[config.mk]
export PLATFORM = sky130hd
export DESIGN_NAME = amr_core
export DESIGN_NICKNAME = d
export VERILOG_FILES = /design/src/core/amr_pkg.sv /design/src/core/amr_core.sv
export SDC_FILE = /design/constraint.sdc
export NUM_CORES = 1
export LEC_CHECK = 0
export BUFFER_PORTS_ARGS = -buffer_cell sky130_fd_sc_hd__buf_2
export CAP_MARGIN = 0
export CELL_PAD_IN_SITES_DETAIL_PLACEMENT = 1
export CELL_PAD_IN_SITES_GLOBAL_PLACEMENT = 1
export CORE_ASPECT_RATIO = 0.8
export CORE_MARGIN = 2
export CORE_UTILIZATION = 33
export DETAILED_ROUTE_END_ITERATION = 10
export GPL_TIMING_DRIVEN = 1
export HOLD_SLACK_MARGIN = 0.08
export PLACE_DENSITY = 0.74
export SLEW_MARGIN = 20
export SYNTH_ARGS = -nofsm -noshare
export SYNTH_HDL_FRONTEND = slang
export SYNTH_SLANG_ARGS = --single-unit
export TNS_END_PERCENT = 30
[constraint.sdc]
create_clock -name CLK_I -period 2.4 [get_ports CLK_I]
set_input_delay 0.36 -clock CLK_I [delete_from_list [all_inputs] [get_ports CLK_I]]
set_output_delay 0.36 -clock CLK_I [all_outputs]
set_load 0.005 [all_outputs]
[src/core/amr_pkg.sv]
/*
  Constants for the address map decoder and program counter sequencer:
  region bounds, vector slots, table-call area and timing counts.
  Assumes a single clock domain and a 16-bit byte address space.
*/
package amr_pkg;

  // Address width of the flat space, 64 KB in all.
  localparam int AMR_ADDR_W = 16;

  // Vector table area, twenty bytes of branch targets.
  localparam logic [15:0] AMR_VEC_LO       = 16'h0000;
  localparam logic [15:0] AMR_VEC_HI       = 16'h0013;
  // Vector slot addresses, one per source.
  localparam logic [15:0] AMR_VEC_RESET    = 16'h0000;
  localparam logic [15:0] AMR_VEC_LOWV     = 16'h0006;
  localparam logic [15:0] AMR_VEC_EXT0     = 16'h0008;
  localparam logic [15:0] AMR_VEC_EXT1     = 16'h000A;
  localparam logic [15:0] AMR_VEC_TMH1     = 16'h000C;
  localparam logic [15:0] AMR_VEC_TMM0     = 16'h000E;
  localparam logic [15:0] AMR_VEC_TMM1     = 16'h0010;
  localparam logic [15:0] AMR_VEC_ADC      = 16'h0012;

  // Table-call area, 64 bytes of subroutine entry addresses.
  localparam logic [15:0] AMR_TCALL_LO     = 16'h0040;
  localparam logic [15:0] AMR_TCALL_HI     = 16'h007F;
  // Option byte and flash protection byte.
  localparam logic [15:0] AMR_OPT_ADDR     = 16'h0080;
  localparam logic [15:0] AMR_PROT_ADDR    = 16'h0081;

  // Fast RAM and peripheral register windows.
  localparam logic [15:0] AMR_RAM_LO       = 16'hFE80;
  localparam logic [15:0] AMR_RAM_HI       = 16'hFEFF;
  localparam logic [15:0] AMR_SFR_LO       = 16'hFF00;
  localparam logic [15:0] AMR_SFR_HI       = 16'hFFFF;
  // Short-address bases: short operands index from these.
  localparam logic [15:0] AMR_RAM_SHORT    = 16'hFE00;
  localparam logic [15:0] AMR_SFR_SHORT    = 16'hFF00;

  // Allowed flash sizes in bytes.
  localparam int AMR_FLASH_1K = 1024;
  localparam int AMR_FLASH_2K = 2048;
  localparam int AMR_FLASH_4K = 4096;

  // Number of byte reads that make up the reset vector fetch.
  localparam int AMR_VEC_BYTES = 2;

  // Undefined-read filler for unmapped space.
  localparam logic [7:0] AMR_UNMAPPED_DATA = 8'hFF;

  // Region select codes reported to the memory side.
  typedef enum logic [2:0]
  {
    AMR_REG_NONE  = 3'b000,
    AMR_REG_FLASH = 3'b001,
    AMR_REG_RAM   = 3'b010,
    AMR_REG_SFR   = 3'b011,
    AMR_REG_OPT   = 3'b100,
    AMR_REG_PROT  = 3'b101
  } amr_region_t;

  // Addressing forms for data accesses.
  typedef enum logic [1:0]
  {
    AMR_AM_FULL   = 2'b00,
    AMR_AM_SADDR  = 2'b01,
    AMR_AM_SFR    = 2'b10
  } amr_amode_t;

  // Program counter update kinds.
  typedef enum logic [1:0]
  {
    AMR_PC_HOLD   = 2'b00,
    AMR_PC_SEQ    = 2'b01,
    AMR_PC_IMM    = 2'b10,
    AMR_PC_REG    = 2'b11
  } amr_pcop_t;

  // Sequencer states.
  typedef enum logic [2:0]
  {
    AMR_ST_RESET  = 3'b000,
    AMR_ST_VLO    = 3'b001,
    AMR_ST_VHI    = 3'b010,
    AMR_ST_RUN    = 3'b011,
    AMR_ST_IVLO   = 3'b100,
    AMR_ST_IVHI   = 3'b101,
    AMR_ST_TLO    = 3'b110,
    AMR_ST_THI    = 3'b111
  } amr_state_t;

endpackage

[src/core/amr_core.sv]
/*
  Address map decoder and program counter sequencer for a small 8-bit
  core. Holds the 16-bit program counter, the reset and interrupt vector
  fetch, the table-call entry fetch, and region decode of data accesses.
  Assumes the flash answers a byte read in the same cycle as the request, that
  the reset pin reaches NRST_I already synchronised to CLK_I, and that the
  core's decode stage supplies pc step, branch and table-call requests.
*/
`timescale 1ns/100ps

// Overview of operation
// RULE_01 - One flat 64 KB space, 16-bit address.
// RULE_02 - Bytes 0000H to 0013H hold vector entries.
// RULE_03 - Vector low byte even, high byte odd.
// RULE_04 - Reset and interrupts branch via fixed slots.
// RULE_05 - Table call reads entry from 0040H-007FH.
// RULE_06 - Option byte lives at 0080H.
// RULE_07 - Protection byte lives at 0081H.
// RULE_08 - 128-byte fast RAM at FE80H-FEFFH, stack.
// RULE_09 - Peripheral registers decode at FF00H-FFFFH.
// RULE_10 - Flash is 1K, 2K or 4K from zero.
// RULE_11 - Program counter is a 16-bit register.
// RULE_12 - Sequential fetch advances by instruction length.
// RULE_13 - Branch loads immediate or register value.
// RULE_14 - After reset, PC loads from 0000H/0001H.
// RULE_15 - Reset input is active low.
// RULE_16 - RAM and registers have short addressing modes.
// RULE_17 - Unmapped reads undefined, writes ignored.
// RULE_18 - Vector fetch starts first edge after reset.
module amr_core
  import amr_pkg::*;
#(
  parameter int FLASH_BYTES = AMR_FLASH_4K
)
(
  // Clock and reset.
  input  wire logic        CLK_I,
  input  wire logic        NRST_I,
  // Program control requests from the decode stage.
  input  wire logic [1:0]  PC_OP_I,
  input  wire logic [1:0]  PC_LEN_I,
  input  wire logic [15:0] PC_TARGET_I,
  input  wire logic        TCALL_REQ_I,
  input  wire logic [4:0]  TCALL_IDX_I,
  input  wire logic        IRQ_REQ_I,
  input  wire logic [2:0]  IRQ_SRC_I,
  // Data access requests from the execute stage.
  input  wire logic        DACC_REQ_I,
  input  wire logic        DACC_WR_I,
  input  wire logic [1:0]  DACC_MODE_I,
  input  wire logic [15:0] DACC_ADDR_I,
  input  wire logic [7:0]  DACC_WDATA_I,
  // Flash byte read port.
  input  wire logic [7:0]  FLASH_RDATA_I,
  output logic      [15:0] FLASH_ADDR_O,
  output logic             FLASH_RD_O,
  // Decoded data access towards RAM and registers.
  input  wire logic [7:0]  MEM_RDATA_I,
  output logic      [15:0] MEM_ADDR_O,
  output logic      [2:0]  MEM_REGION_O,
  output logic             MEM_RD_O,
  output logic             MEM_WR_O,
  output logic      [7:0]  MEM_WDATA_O,
  output logic      [7:0]  DACC_RDATA_O,
  // Program counter and sequencer status.
  output logic      [15:0] PC_O,
  output logic             RUN_O,
  output logic             VEC_LOADED_O
);

  // Only the three flash sizes are served by the decoder.
  initial
  begin
    if (FLASH_BYTES != AMR_FLASH_1K && FLASH_BYTES != AMR_FLASH_2K &&
        FLASH_BYTES != AMR_FLASH_4K)
    begin
      $error("FLASH_BYTES must be 1024, 2048 or 4096.");
    end
  end

  // Top of implemented flash, used for bounds on every data access.
  localparam logic [15:0] FLASH_TOP = 16'(FLASH_BYTES - 1);

  amr_state_t  state_q;        // Sequencer state.
  logic [15:0] pc_q;           // Address of the next fetch.
  logic [7:0]  lo_byte_q;      // Low half of a vector or table entry.
  logic [15:0] vec_addr_q;     // Even address of the entry being read.
  logic        run_q;          // Normal fetching enabled.
  logic        vec_loaded_q;   // Reset vector has been taken.
  logic [15:0] flash_addr_q;   // Registered flash address.
  logic        flash_rd_q;     // Registered flash read strobe.
  logic [15:0] irq_slot;       // Vector slot for the pending source.
  logic [15:0] tcall_slot;     // Table entry address for a table call.
  logic [15:0] daddr;          // Full address after short-mode widening.
  amr_region_t dregion;        // Region of the data access.

  // Vector slot lookup; reset uses slot zero, source code 0 maps to reset.
  always_comb
  begin
    case (IRQ_SRC_I)
      3'h1:    irq_slot = AMR_VEC_LOWV;   // RULE_04
      3'h2:    irq_slot = AMR_VEC_EXT0;
      3'h3:    irq_slot = AMR_VEC_EXT1;
      3'h4:    irq_slot = AMR_VEC_TMH1;
      3'h5:    irq_slot = AMR_VEC_TMM0;
      3'h6:    irq_slot = AMR_VEC_TMM1;
      3'h7:    irq_slot = AMR_VEC_ADC;
      default: irq_slot = AMR_VEC_RESET;
    endcase
  end

  // Each table entry is two bytes, so 32 entries fill 64 bytes.
  assign tcall_slot = AMR_TCALL_LO + {10'h000, TCALL_IDX_I, 1'b0}; // RULE_05

  // Short modes carry an 8-bit offset that is widened to a full address.
  always_comb
  begin
    case (DACC_MODE_I)
      AMR_AM_SADDR: daddr = AMR_RAM_SHORT | {8'h00, DACC_ADDR_I[7:0]};
      AMR_AM_SFR:   daddr = AMR_SFR_SHORT | {8'h00, DACC_ADDR_I[7:0]};
      default:      daddr = DACC_ADDR_I;  // RULE_16
    endcase
  end

  // Region decode over the flat space; byte 0080H and 0081H are
  // separated from the flash region for data accesses; instruction fetch does not check them.
  always_comb
  begin
    if (daddr == AMR_OPT_ADDR)
      dregion = AMR_REG_OPT;              // RULE_06
    else if (daddr == AMR_PROT_ADDR)
      dregion = AMR_REG_PROT;             // RULE_07
    else if (daddr <= FLASH_TOP)
      dregion = AMR_REG_FLASH;            // RULE_10
    else if (daddr >= AMR_RAM_LO && daddr <= AMR_RAM_HI)
      dregion = AMR_REG_RAM;              // RULE_08
    else if (daddr >= AMR_SFR_LO)
      dregion = AMR_REG_SFR;              // RULE_09
    else
      dregion = AMR_REG_NONE;             // RULE_01
  end

  // Sequencer: vector fetch, table-call fetch and run.
  always_ff @(posedge CLK_I)
  begin
    if (!NRST_I)                          // RULE_15
    begin
      state_q      <= AMR_ST_RESET;
      vec_addr_q   <= AMR_VEC_RESET;
      lo_byte_q    <= 8'h00;
      run_q        <= 1'b0;
      vec_loaded_q <= 1'b0;
    end
    else
    begin
      case (state_q)
        // First edge after release: request the low byte.
        AMR_ST_RESET:
        begin
          state_q    <= AMR_ST_VLO;       // RULE_18
          vec_addr_q <= AMR_VEC_RESET;    // RULE_14
        end
        // Low byte arrives from the even address.
        AMR_ST_VLO, AMR_ST_IVLO, AMR_ST_TLO:
        begin
          lo_byte_q <= FLASH_RDATA_I;     // RULE_03
          if (state_q == AMR_ST_VLO)
            state_q <= AMR_ST_VHI;
          else if (state_q == AMR_ST_IVLO)
            state_q <= AMR_ST_IVHI;
          else
            state_q <= AMR_ST_THI;
        end
        // High byte arrives; target is complete.
        AMR_ST_VHI, AMR_ST_IVHI, AMR_ST_THI:
        begin
          state_q <= AMR_ST_RUN;
          run_q   <= 1'b1;
          if (state_q == AMR_ST_VHI)
            vec_loaded_q <= 1'b1;
        end
        // Normal fetching; interrupts win over table calls.
        AMR_ST_RUN:
        begin
          if (IRQ_REQ_I)
          begin
            state_q    <= AMR_ST_IVLO;    // RULE_04
            vec_addr_q <= irq_slot;
            run_q      <= 1'b0;
          end
          else if (TCALL_REQ_I)
          begin
            state_q    <= AMR_ST_TLO;     // RULE_05
            vec_addr_q <= tcall_slot;
            run_q      <= 1'b0;
          end
        end
        default:
        begin
          state_q <= AMR_ST_RESET;
        end
      endcase
    end
  end

  // Program counter updates.
  always_ff @(posedge CLK_I)
  begin
    if (!NRST_I)
    begin
      pc_q <= AMR_VEC_RESET;              // RULE_11
    end
    else
    begin
      case (state_q)
        AMR_ST_VHI, AMR_ST_IVHI, AMR_ST_THI:
          pc_q <= {FLASH_RDATA_I, lo_byte_q};   // RULE_14
        AMR_ST_RUN:
        begin
          if (!IRQ_REQ_I && !TCALL_REQ_I)
          begin
            case (PC_OP_I)
              AMR_PC_SEQ:
                pc_q <= pc_q + {14'h0000, PC_LEN_I};  // RULE_12
              AMR_PC_IMM, AMR_PC_REG:
                pc_q <= PC_TARGET_I;                  // RULE_13
              default:
                pc_q <= pc_q;
            endcase
          end
        end
        default:
          pc_q <= pc_q;
      endcase
    end
  end

  // Flash read port: vector bytes while fetching entries, else the PC.
  always_ff @(posedge CLK_I)
  begin
    if (!NRST_I)
    begin
      flash_addr_q <= AMR_VEC_RESET;
      flash_rd_q   <= 1'b0;
    end
    else
    begin
      case (state_q)
        AMR_ST_RESET:
        begin
          flash_addr_q <= AMR_VEC_RESET;        // RULE_18
          flash_rd_q   <= 1'b1;
        end
        AMR_ST_VLO, AMR_ST_IVLO, AMR_ST_TLO:
        begin
          flash_addr_q <= vec_addr_q | 16'h0001; // RULE_03
          flash_rd_q   <= 1'b1;
        end
        AMR_ST_RUN:
        begin
          flash_addr_q <= (IRQ_REQ_I) ? irq_slot :
                          (TCALL_REQ_I) ? tcall_slot : pc_q;
          flash_rd_q   <= 1'b1;
        end
        default:
        begin
          flash_addr_q <= pc_q;
          flash_rd_q   <= 1'b0;
        end
      endcase
    end
  end

  // Data access path; unmapped space neither reads nor writes.
  always_ff @(posedge CLK_I)
  begin
    if (!NRST_I)
    begin
      MEM_ADDR_O   <= 16'h0000;
      MEM_REGION_O <= AMR_REG_NONE;
      MEM_RD_O     <= 1'b0;
      MEM_WR_O     <= 1'b0;
      MEM_WDATA_O  <= 8'h00;
      DACC_RDATA_O <= 8'h00;
    end
    else
    begin
      MEM_ADDR_O   <= daddr;
      MEM_REGION_O <= dregion;
      MEM_WDATA_O  <= DACC_WDATA_I;
      MEM_RD_O     <= DACC_REQ_I && !DACC_WR_I && dregion != AMR_REG_NONE;
      MEM_WR_O     <= DACC_REQ_I && DACC_WR_I && dregion != AMR_REG_NONE;
      DACC_RDATA_O <= (MEM_REGION_O == AMR_REG_NONE) ?
                      AMR_UNMAPPED_DATA : MEM_RDATA_I;  // RULE_17
    end
  end

  assign FLASH_ADDR_O = flash_addr_q;
  assign FLASH_RD_O   = flash_rd_q;
  assign PC_O         = pc_q;
  assign RUN_O        = run_q;
  assign VEC_LOADED_O = vec_loaded_q;

  // The PC takes the assembled vector on the edge that ends the high read.
  property p_vec_load;
    @(posedge CLK_I) disable iff (!NRST_I)
    state_q == AMR_ST_VHI |=> pc_q == {$past(FLASH_RDATA_I), $past(lo_byte_q)};
  endproperty
  a_vec_load: assert property (p_vec_load) // RULE_14
    else $error("PC not loaded from reset vector.");

  // Vector fetch reaches run state three edges after reset release.
  property p_start;
    @(posedge CLK_I) disable iff (!NRST_I)
    $rose(NRST_I) ##0 state_q == AMR_ST_RESET |-> ##3 run_q;
  endproperty
  a_start: assert property (p_start) // RULE_18
    else $error("Reset vector fetch timing wrong.");

  // Sequential step adds the instruction length.
  property p_seq;
    @(posedge CLK_I) disable iff (!NRST_I)
    state_q == AMR_ST_RUN && !IRQ_REQ_I && !TCALL_REQ_I &&
    PC_OP_I == AMR_PC_SEQ |=> pc_q == $past(pc_q) + $past(PC_LEN_I);
  endproperty
  a_seq: assert property (p_seq) // RULE_12
    else $error("PC step wrong.");

  // Branch loads the supplied target.
  property p_branch;
    @(posedge CLK_I) disable iff (!NRST_I)
    state_q == AMR_ST_RUN && !IRQ_REQ_I && !TCALL_REQ_I &&
    PC_OP_I[1] |=> pc_q == $past(PC_TARGET_I);
  endproperty
  a_branch: assert property (p_branch) // RULE_13
    else $error("Branch target not loaded.");

  // Interrupt fetch reads the even slot then the odd byte.
  property p_irq_slot;
    @(posedge CLK_I) disable iff (!NRST_I)
    state_q == AMR_ST_RUN && IRQ_REQ_I |=>
    FLASH_ADDR_O <= AMR_VEC_HI && !FLASH_ADDR_O[0] // RULE_02
    ##1 FLASH_ADDR_O[0];
  endproperty
  a_irq_slot: assert property (p_irq_slot) // RULE_04
    else $error("Interrupt vector address wrong.");

  // Table call reads inside the table area.
  property p_tcall;
    @(posedge CLK_I) disable iff (!NRST_I)
    state_q == AMR_ST_RUN && !IRQ_REQ_I && TCALL_REQ_I |=>
    FLASH_ADDR_O >= AMR_TCALL_LO && FLASH_ADDR_O <= AMR_TCALL_HI;
  endproperty
  a_tcall: assert property (p_tcall) // RULE_05
    else $error("Table call address out of table.");

  // Unmapped space never strobes memory.
  property p_unmapped;
    @(posedge CLK_I) disable iff (!NRST_I)
    MEM_REGION_O == AMR_REG_NONE |-> !MEM_RD_O && !MEM_WR_O;
  endproperty
  a_unmapped: assert property (p_unmapped) // RULE_17
    else $error("Strobe into unmapped space.");

  // Short RAM mode lands inside the RAM window when offset is high.
  property p_short;
    @(posedge CLK_I) disable iff (!NRST_I)
    DACC_REQ_I && DACC_MODE_I == AMR_AM_SADDR && DACC_ADDR_I[7] |=>
    MEM_REGION_O == AMR_REG_RAM;
  endproperty
  a_short: assert property (p_short) // RULE_16
    else $error("Short RAM access misdecoded.");

endmodule

Word level (Yosys, flattened, before mapping)
Cells that the tools add are included.
{"block": "totals", "regBits": 99, "latchBits": 0, "ram_bits": 0, "mem_bits_ro": 0, "in_bits": 76, "output_inout_bits": 72, "word_cells": 92, "mem_count": 0}
{"block": "classes", "add_sub_neg": 2, "multipliers": 0, "div": 0, "n_lt_le_gt_ge": 4, "n_eq_ne": 24, "shifts": 0, "muxes": 26, "bitwise_logic": 0, "reduce_logical": 22}
{"operator": "$pmux 16 s2", "count": 4}
{"operator": "$mux 16", "count": 5}
{"operator": "$pmux 16 s3", "count": 1}
{"operator": "$pmux 5 s7", "count": 1}
{"operator": "$eq 16x8->1 const B", "count": 2}
{"operator": "$ge 16x16->1 const B", "count": 2}
{"operator": "$eq 3x3->1 const B", "count": 8}
{"operator": "$add 16x2->16", "count": 1}
{"operator": "$le 16x12->1 const B", "count": 1}
{"operator": "$le 16x16->1 const B", "count": 1}
{"operator": "$mux 3", "count": 5}
{"operator": "$eq 3x2->1 const B", "count": 4}
{"operator": "$pmux 3 s4", "count": 1}
{"operator": "$add 7x6->8 const A", "count": 1}
{"operator": "$mux 2", "count": 4}
{"operator": "$mux 8", "count": 1}
{"operator": "$eq 2x2->1 const B", "count": 3}
{"operator": "$eq 3x1->1 const B", "count": 2}
{"operator": "$logic_and 1x1->1", "count": 6}
{"operator": "$logic_not 3->1", "count": 2}
{"operator": "$reduce_and 2->1", "count": 3}
{"operator": "$reduce_or 3->1", "count": 2}
{"operator": "$reduce_or 5->1", "count": 1}
{"operator": "$eq 2x1->1 const B", "count": 2}
{"operator": "other kinds (10)", "count": 15}

Longest topological paths before layout
{"block": "logic_depth", "depth_word": 10, "mapped_depth": 8, "ltp_nobuf": 8}

Worst setup path before layout
OpenSTA, ideal clock, no wires.
{"block": "synth_timing", "path_type": "input to register", "start": "input DACC_MODE_I[0]", "end": "register MEM_WR_O", "setup_ns": 0.073, "arrival_time_ns": 1.938, "t_required_ns": 2.327, "setup_slack_ns": 0.389, "stages": 8, "path_buffers": 1, "cell_sequence": "inv_1 > ha_1 > buf_2 > mux2i_1 > or4_4 > a31oi_4 > nor2_2 > nor3b_2"}
{"block": "synth_between", "elab_chain_cells": 10, "word_cells_on_any_way": 17, "classes_between": "4 x order compare; 4 x eq/ne; 6 x mux; 3 x reduce/logical"}
{"element": "start, declared", "line_no": "amr_core.sv:50", "rtl": "input wire logic [1:0] DACC_MODE_I,"}
{"element": "$eq 2x2->1 / $eq 2x1->1 (equally long branches)", "line_no": "amr_core.sv:118", "rtl": "case (DACC_MODE_I)"}
{"element": "$pmux 16 s2 (*)", "line_no": "amr_core.sv:118"}
{"element": "$ge 16x16->1 (tied with other cells)", "line_no": "amr_core.sv:137", "rtl": "else if (daddr >= AMR_SFR_LO)"}
{"element": "$mux 2 / $logic_and 1x1->1 (equally long branches)", "line_no": "amr_core.sv:137, amr_core.sv:135"}
{"element": "$mux 2", "line_no": "amr_core.sv:135", "rtl": "else if (daddr >= AMR_RAM_LO && daddr <= AMR_RAM_HI)"}
{"element": "$mux 2", "line_no": "amr_core.sv:133", "rtl": "else if (daddr <= FLASH_TOP)"}
{"element": "$mux 3", "line_no": "amr_core.sv:131", "rtl": "else if (daddr == AMR_PROT_ADDR)"}
{"element": "$mux 3 (*)", "line_no": "amr_core.sv:129", "rtl": "if (daddr == AMR_OPT_ADDR)"}
{"element": "$reduce_bool 3->1 (*)", "line_no": "amr_core.sv:292", "rtl": "MEM_WR_O <= DACC_REQ_I && DACC_WR_I && dregion != AMR_REG_NONE;"}
{"element": "$logic_and 1x1->1 (*)", "line_no": "amr_core.sv:292"}
{"element": "end signal, assigned", "line_no": "amr_core.sv:282", "rtl": "MEM_WR_O <= 1'b0;"}
{"element": "end signal, assigned", "line_no": "amr_core.sv:292"}
{"element": "end, declared", "line_no": "amr_core.sv:62", "rtl": "output logic MEM_WR_O,"}
Every way passes the cells marked *; elsewhere a longest branch is shown, timed or not.
A chain may end at the register's enable or synchronous reset.

Worst setup path in the final report
{"block": "layout_timing", "start": "register state_q[2]", "end": "register pc_q[13] (netlist: PC_O[13])"}
{"block": "layout_between", "elab_chain_cells": 4, "word_cells_on_any_way": 10, "classes_between": "6 x eq/ne; 1 x mux; 3 x reduce/logical"}
{"element": "start, declared", "line_no": "amr_core.sv:84", "rtl": "amr_state_t state_q;"}
{"element": "start signal, assigned", "line_no": "amr_core.sv:148", "rtl": "state_q <= AMR_ST_RESET;"}
{"element": "start signal, assigned", "line_no": "amr_core.sv:160", "rtl": "state_q <= AMR_ST_VLO;"}
{"element": "start signal, assigned", "line_no": "amr_core.sv:168", "rtl": "state_q <= AMR_ST_VHI;"}
{"element": "$eq 3x2->1 / $eq 3x3->1 (equally long branches)", "line_no": "amr_core.sv:215", "rtl": "case (state_q)"}
{"element": "$reduce_or 3->1", "line_no": "amr_core.sv:215"}
{"element": "$reduce_bool 2->1 (no source line)"}
{"element": "$reduce_and 3->1 (no source line)"}
{"element": "end signal, assigned", "line_no": "amr_core.sv:217", "rtl": "pc_q <= {FLASH_RDATA_I, lo_byte_q};"}
{"element": "end signal, assigned", "line_no": "amr_core.sv:224", "rtl": "pc_q <= pc_q + {14'h0000, PC_LEN_I};"}
{"element": "end signal, assigned", "line_no": "amr_core.sv:228", "rtl": "pc_q <= pc_q;"}
{"element": "end, declared", "line_no": "amr_core.sv:85", "rtl": "logic [15:0] pc_q;"}
Parallel ways exist; a longest one is shown, timed or not.

==> impl_metrics.csv <==
group,metric,value,unit
clock_tree,cts_resized,0,
clock_tree,htree_num_levels,3,
global_routing,grt_pass1_wl,21.3,mm
clock_tree,root_buffer,"clkbuf_16",
timing,fmax,478,MHz
global_routing,grt_pass1_vias,3953,
cells_and_area,multi_input_area,1990,µm²
clock_tree,cts_buffer_depth,2,
place,dp.cells,750,
die,core_area,11600,µm²
clock_tree,cts_setup_buffers,0,
place,finalWeightedCongestion,0.842,
cells_and_area,fin_cells,765,
die,die_area,12900,µm²
clock_tree,clk_latency,0.34,ns
clock_tree,holdBufCountCts,0,
timing,tightest_slew,0.883,ns
worst_setup_path,critPathLaunchType,"register",
synthesis,synthCells,464,
worst_setup_path,reg2regPathDepth,6,
global_routing,antenna_found_initial,0,
worst_setup_path,crit_path_end_kind,"register",
timing,setup_viol_count_final,0,
synthesis,synth_edf_count,0,
worst_setup_path,worst-setup-path-type,"register to register",
clock_tree,path_clk_slew,0.07,ns
cells_and_area,syn2layout_area_growth,32.1,%
die,row_count,35,
worst_setup_path,r2r-end,"PC_O[13]$_SDFFE_PN0P_",
timing,hold_viol,0,
route,final_antenna_net_count,0,
cells_and_area,drive_above_1_share,0.324,
timing,post-route-period-util,0.871,
hold_path,min_from,"DACC_WR_I",
synthesis,synth_area,3950,µm²
route,via_per_inst,5.22,
worst_setup_path,r2r_setup_slack,0.31,ns
die,io_pins,148,
synthesis,async_reset_ff_frac,0,
die,die_y,102,µm
synthesis,yosysUniqueCellTypes,62,
global_routing,overflow,0,
route,drt_pre_antenna_iters,4,
die,fp.dieW,126,µm
hold_path,hp-class,"input port to register",
cells_and_area,fillers,1438,
worst_setup_path,r2r_start,"state_q[2]$_SDFFE_PN0N_",
worst_setup_path,slowest_stage,"dfxtp_1",
timing,final.setup.worst_slack,0.309,ns
synthesis,ys.flop_type,"dfxtp_1",
synthesis,ys_ff_latch,89,
place,place_ws,0.220,ns
cells_and_area,antenna_cells,0,
pwr,totalPowerFinal,3790,µW
route,drt-initial-drc-count,193,
worst_setup_path,crit_chain,"nor2b_1 -> nor2_2 -> buf_4 -> o211a_1 -> a221oi_1 -> o211a_1",
worst_setup_path,worstPathArrival,2.38,ns
pwr,p_leak,0.00236,µW
pwr,vdd.ir_drop.worst,0.363,mV
synthesis,yosysSeqAreaShare,0.451,
cells_and_area,layout_common_cells,"buf_2, dfxtp_1, nor2_1, nand2_1, a21oi_1",
worst_setup_path,crit_path_max_fanout,13,
hold_path,hold_end,"MEM_RD_O$_SDFF_PN0_",
worst_setup_path,critPathRequiredTime,2.69,ns
synthesis,yosysWarnings,0,
route,drt-wirelength-per-cell,17.7,µm
hold_path,hold_depth,2,
die,start_util,0.340,
timing,fin_crit,2.09,ns
global_routing,grt_max_degree,50,
cells_and_area,regArea,1780,µm²
synthesis,avgSynthCellArea,8.51,µm²
cells_and_area,final_common_cell,"buf_2",
place,dpl.hpwl,10.4,mm
job,drv_cap,0,
synthesis,syn-num-nets,545,
global_routing,grt_use_total,0.212,
timing,finalSetupTns,0,ns
status,outcome,"complete, no violations",
timing,maxSlewViolCount,0,
cells_and_area,finalNetCount,694,
route,wirelength,13.5,mm
clock_tree,cts_tree,"built",
timing,fin_skew,0.00705,ns
cells_and_area,finish.utilization,0.449,
clock_tree,cts_inserted_buffers,9,
route,vias,3993,
route,drc_errors,0,
place,port_buffers,147,
timing,rsz0062_at_grt,"false",
worst_setup_path,cp_slowest_stage_delay,0.58,ns
pwr,p_per_area,726,nW/µm²
worst_setup_path,cpMostUsedCell,"o211a_1",
timing,max_slew_margin,0.406,
clock_tree,cts.sinks,89,
-- through the flow --
| step | hold slack [ns] | area, µm² |
|---|---|---|
| 4_1_cts | 0.185 | 5220 |
| 6_report | 0.197 | 5220 |
| 3_5_place_dp | 0.447 | 4900 |
| 2_1_floorplan | 0.430 | 3950 |
| 3_3_place_gp | 0.441 | 4900 |
| 5_1_grt | 0.196 | 5220 |
-- how the worst max path moves through the flow --
| stage | slack (ns) | cells past startpoint | startpoint | to |
|---|---|---|---|---|
| finish | 0.31 | 6 | state_q[2]$_SDFFE_PN0N_ | PC_O[13]$_SDFFE_PN0P_ |
| global placement | 0.31 | 7 | PC_LEN_I[0] | PC_O[14]$_SDFFE_PN0P_ |
| global route | 0.18 | 6 | state_q[2]$_SDFFE_PN0N_ | PC_O[13]$_SDFFE_PN0P_ |
| CTS | 0.31 | 6 | PC_O[0]$_SDFFE_PN0P_ | PC_O[14]$_SDFFE_PN0P_ |
| detailed placement | 0.22 | 7 | PC_LEN_I[0] | PC_O[14]$_SDFFE_PN0P_ |
| floorplan | 0.39 | 8 | DACC_MODE_I[0] | MEM_WR_O$_SDFF_PN0_ |
-- per-layer routing --
layer	global-route usage	vias up	routed length [µm]
met5	0	-	0
met4	0.0524	0	145
met3	0.0466	13	771
met2	0.352	131	6220
met1	0.283	1934	6400
li1	-	1915	-
-- sequential cells by signal (all words and copies together), names as in the netlist --
register,flops
vec_addr_q,6
FLASH_RD_O,1
MEM_REGION_O,3
PC_O,16
MEM_ADDR_O,16
VEC_LOADED_O,1
MEM_RD_O,1
MEM_WDATA_O,8
lo_byte_q,8
FLASH_ADDR_O,16
MEM_WR_O,1
DACC_RDATA_O,8
state_q,3
RUN_O,1
-- cells in the mapped netlist, drive strengths merged, types with 2 or more instances --
cell type,number,share of area
nand2b,3,0.0048
or4,2,0.0057
nor3b,3,0.0082
o21a,5,0.0095
ha,4,0.013
nor4b,3,0.0067
a31oi,12,0.023
o221ai,3,0.0067
inv,18,0.017
o211a,2,0.0051
a211oi,4,0.0076
or3,2,0.0032
nand3,10,0.013
mux2i,7,0.019
clkbuf,19,0.018
dfxtp,89,0.45
o21bai,2,0.0038
o31a,2,0.0044
and3,3,0.0048
xor2,4,0.0089
a21oi,42,0.053
nor4,7,0.018
xnor2,4,0.0089
nand4,5,0.0079
nor2b,4,0.0063
a222oi,2,0.0051
a211o,2,0.0044
a21o,4,0.0076
o21ai,23,0.029
nand2,50,0.048
buf,9,0.011
mux2,4,0.011
nor2,53,0.052
and2,25,0.040
o211ai,10,0.019
nor3,8,0.011
a2bb2oi,2,0.0044
-- logic make-up (layout without fill, tap and decap cells) --
logic type	count (synthesis)	in the layout	synth area share
xor gates and xnor gates	8	8	0.0177
AOI/OAI and AO/OA	123	123	0.201
and+or+nand+nor	182	182	0.237
buffers and inverters	46	199	0.0459
DFF	89	89	0.451
muxes	11	11	0.0301
adders and majority gates	5	5	0.0177
-- final cells by class --
type / count / area share
multi-input cells: 329 / 0.381
clock inverters: 6 / 0.0178
clock buffers: 9 / 0.0432
repair buffers: 166 / 0.168
inverters: 18 / 0.0130
flip-flops and latches: 89 / 0.342
well taps: 148 / 0.0355
-- worst max-delay path: cells and delay by family, from the launching register on --
family                 cells  cell delay, ns
and+or+nand+nor            2            0.66
AOI/OAI and AO/OA          3            0.60
DFF                        1            0.58
buffers and inverters      1            0.21
-- power by group --
| part | switching [µW] | internal [µW] |
|---|---|---|
| registers | 81.7 | 1570 |
| logic | 351 | 262 |
| clock network | 604 | 912 |
Note: power is estimated with default switching activity, not from simulation.
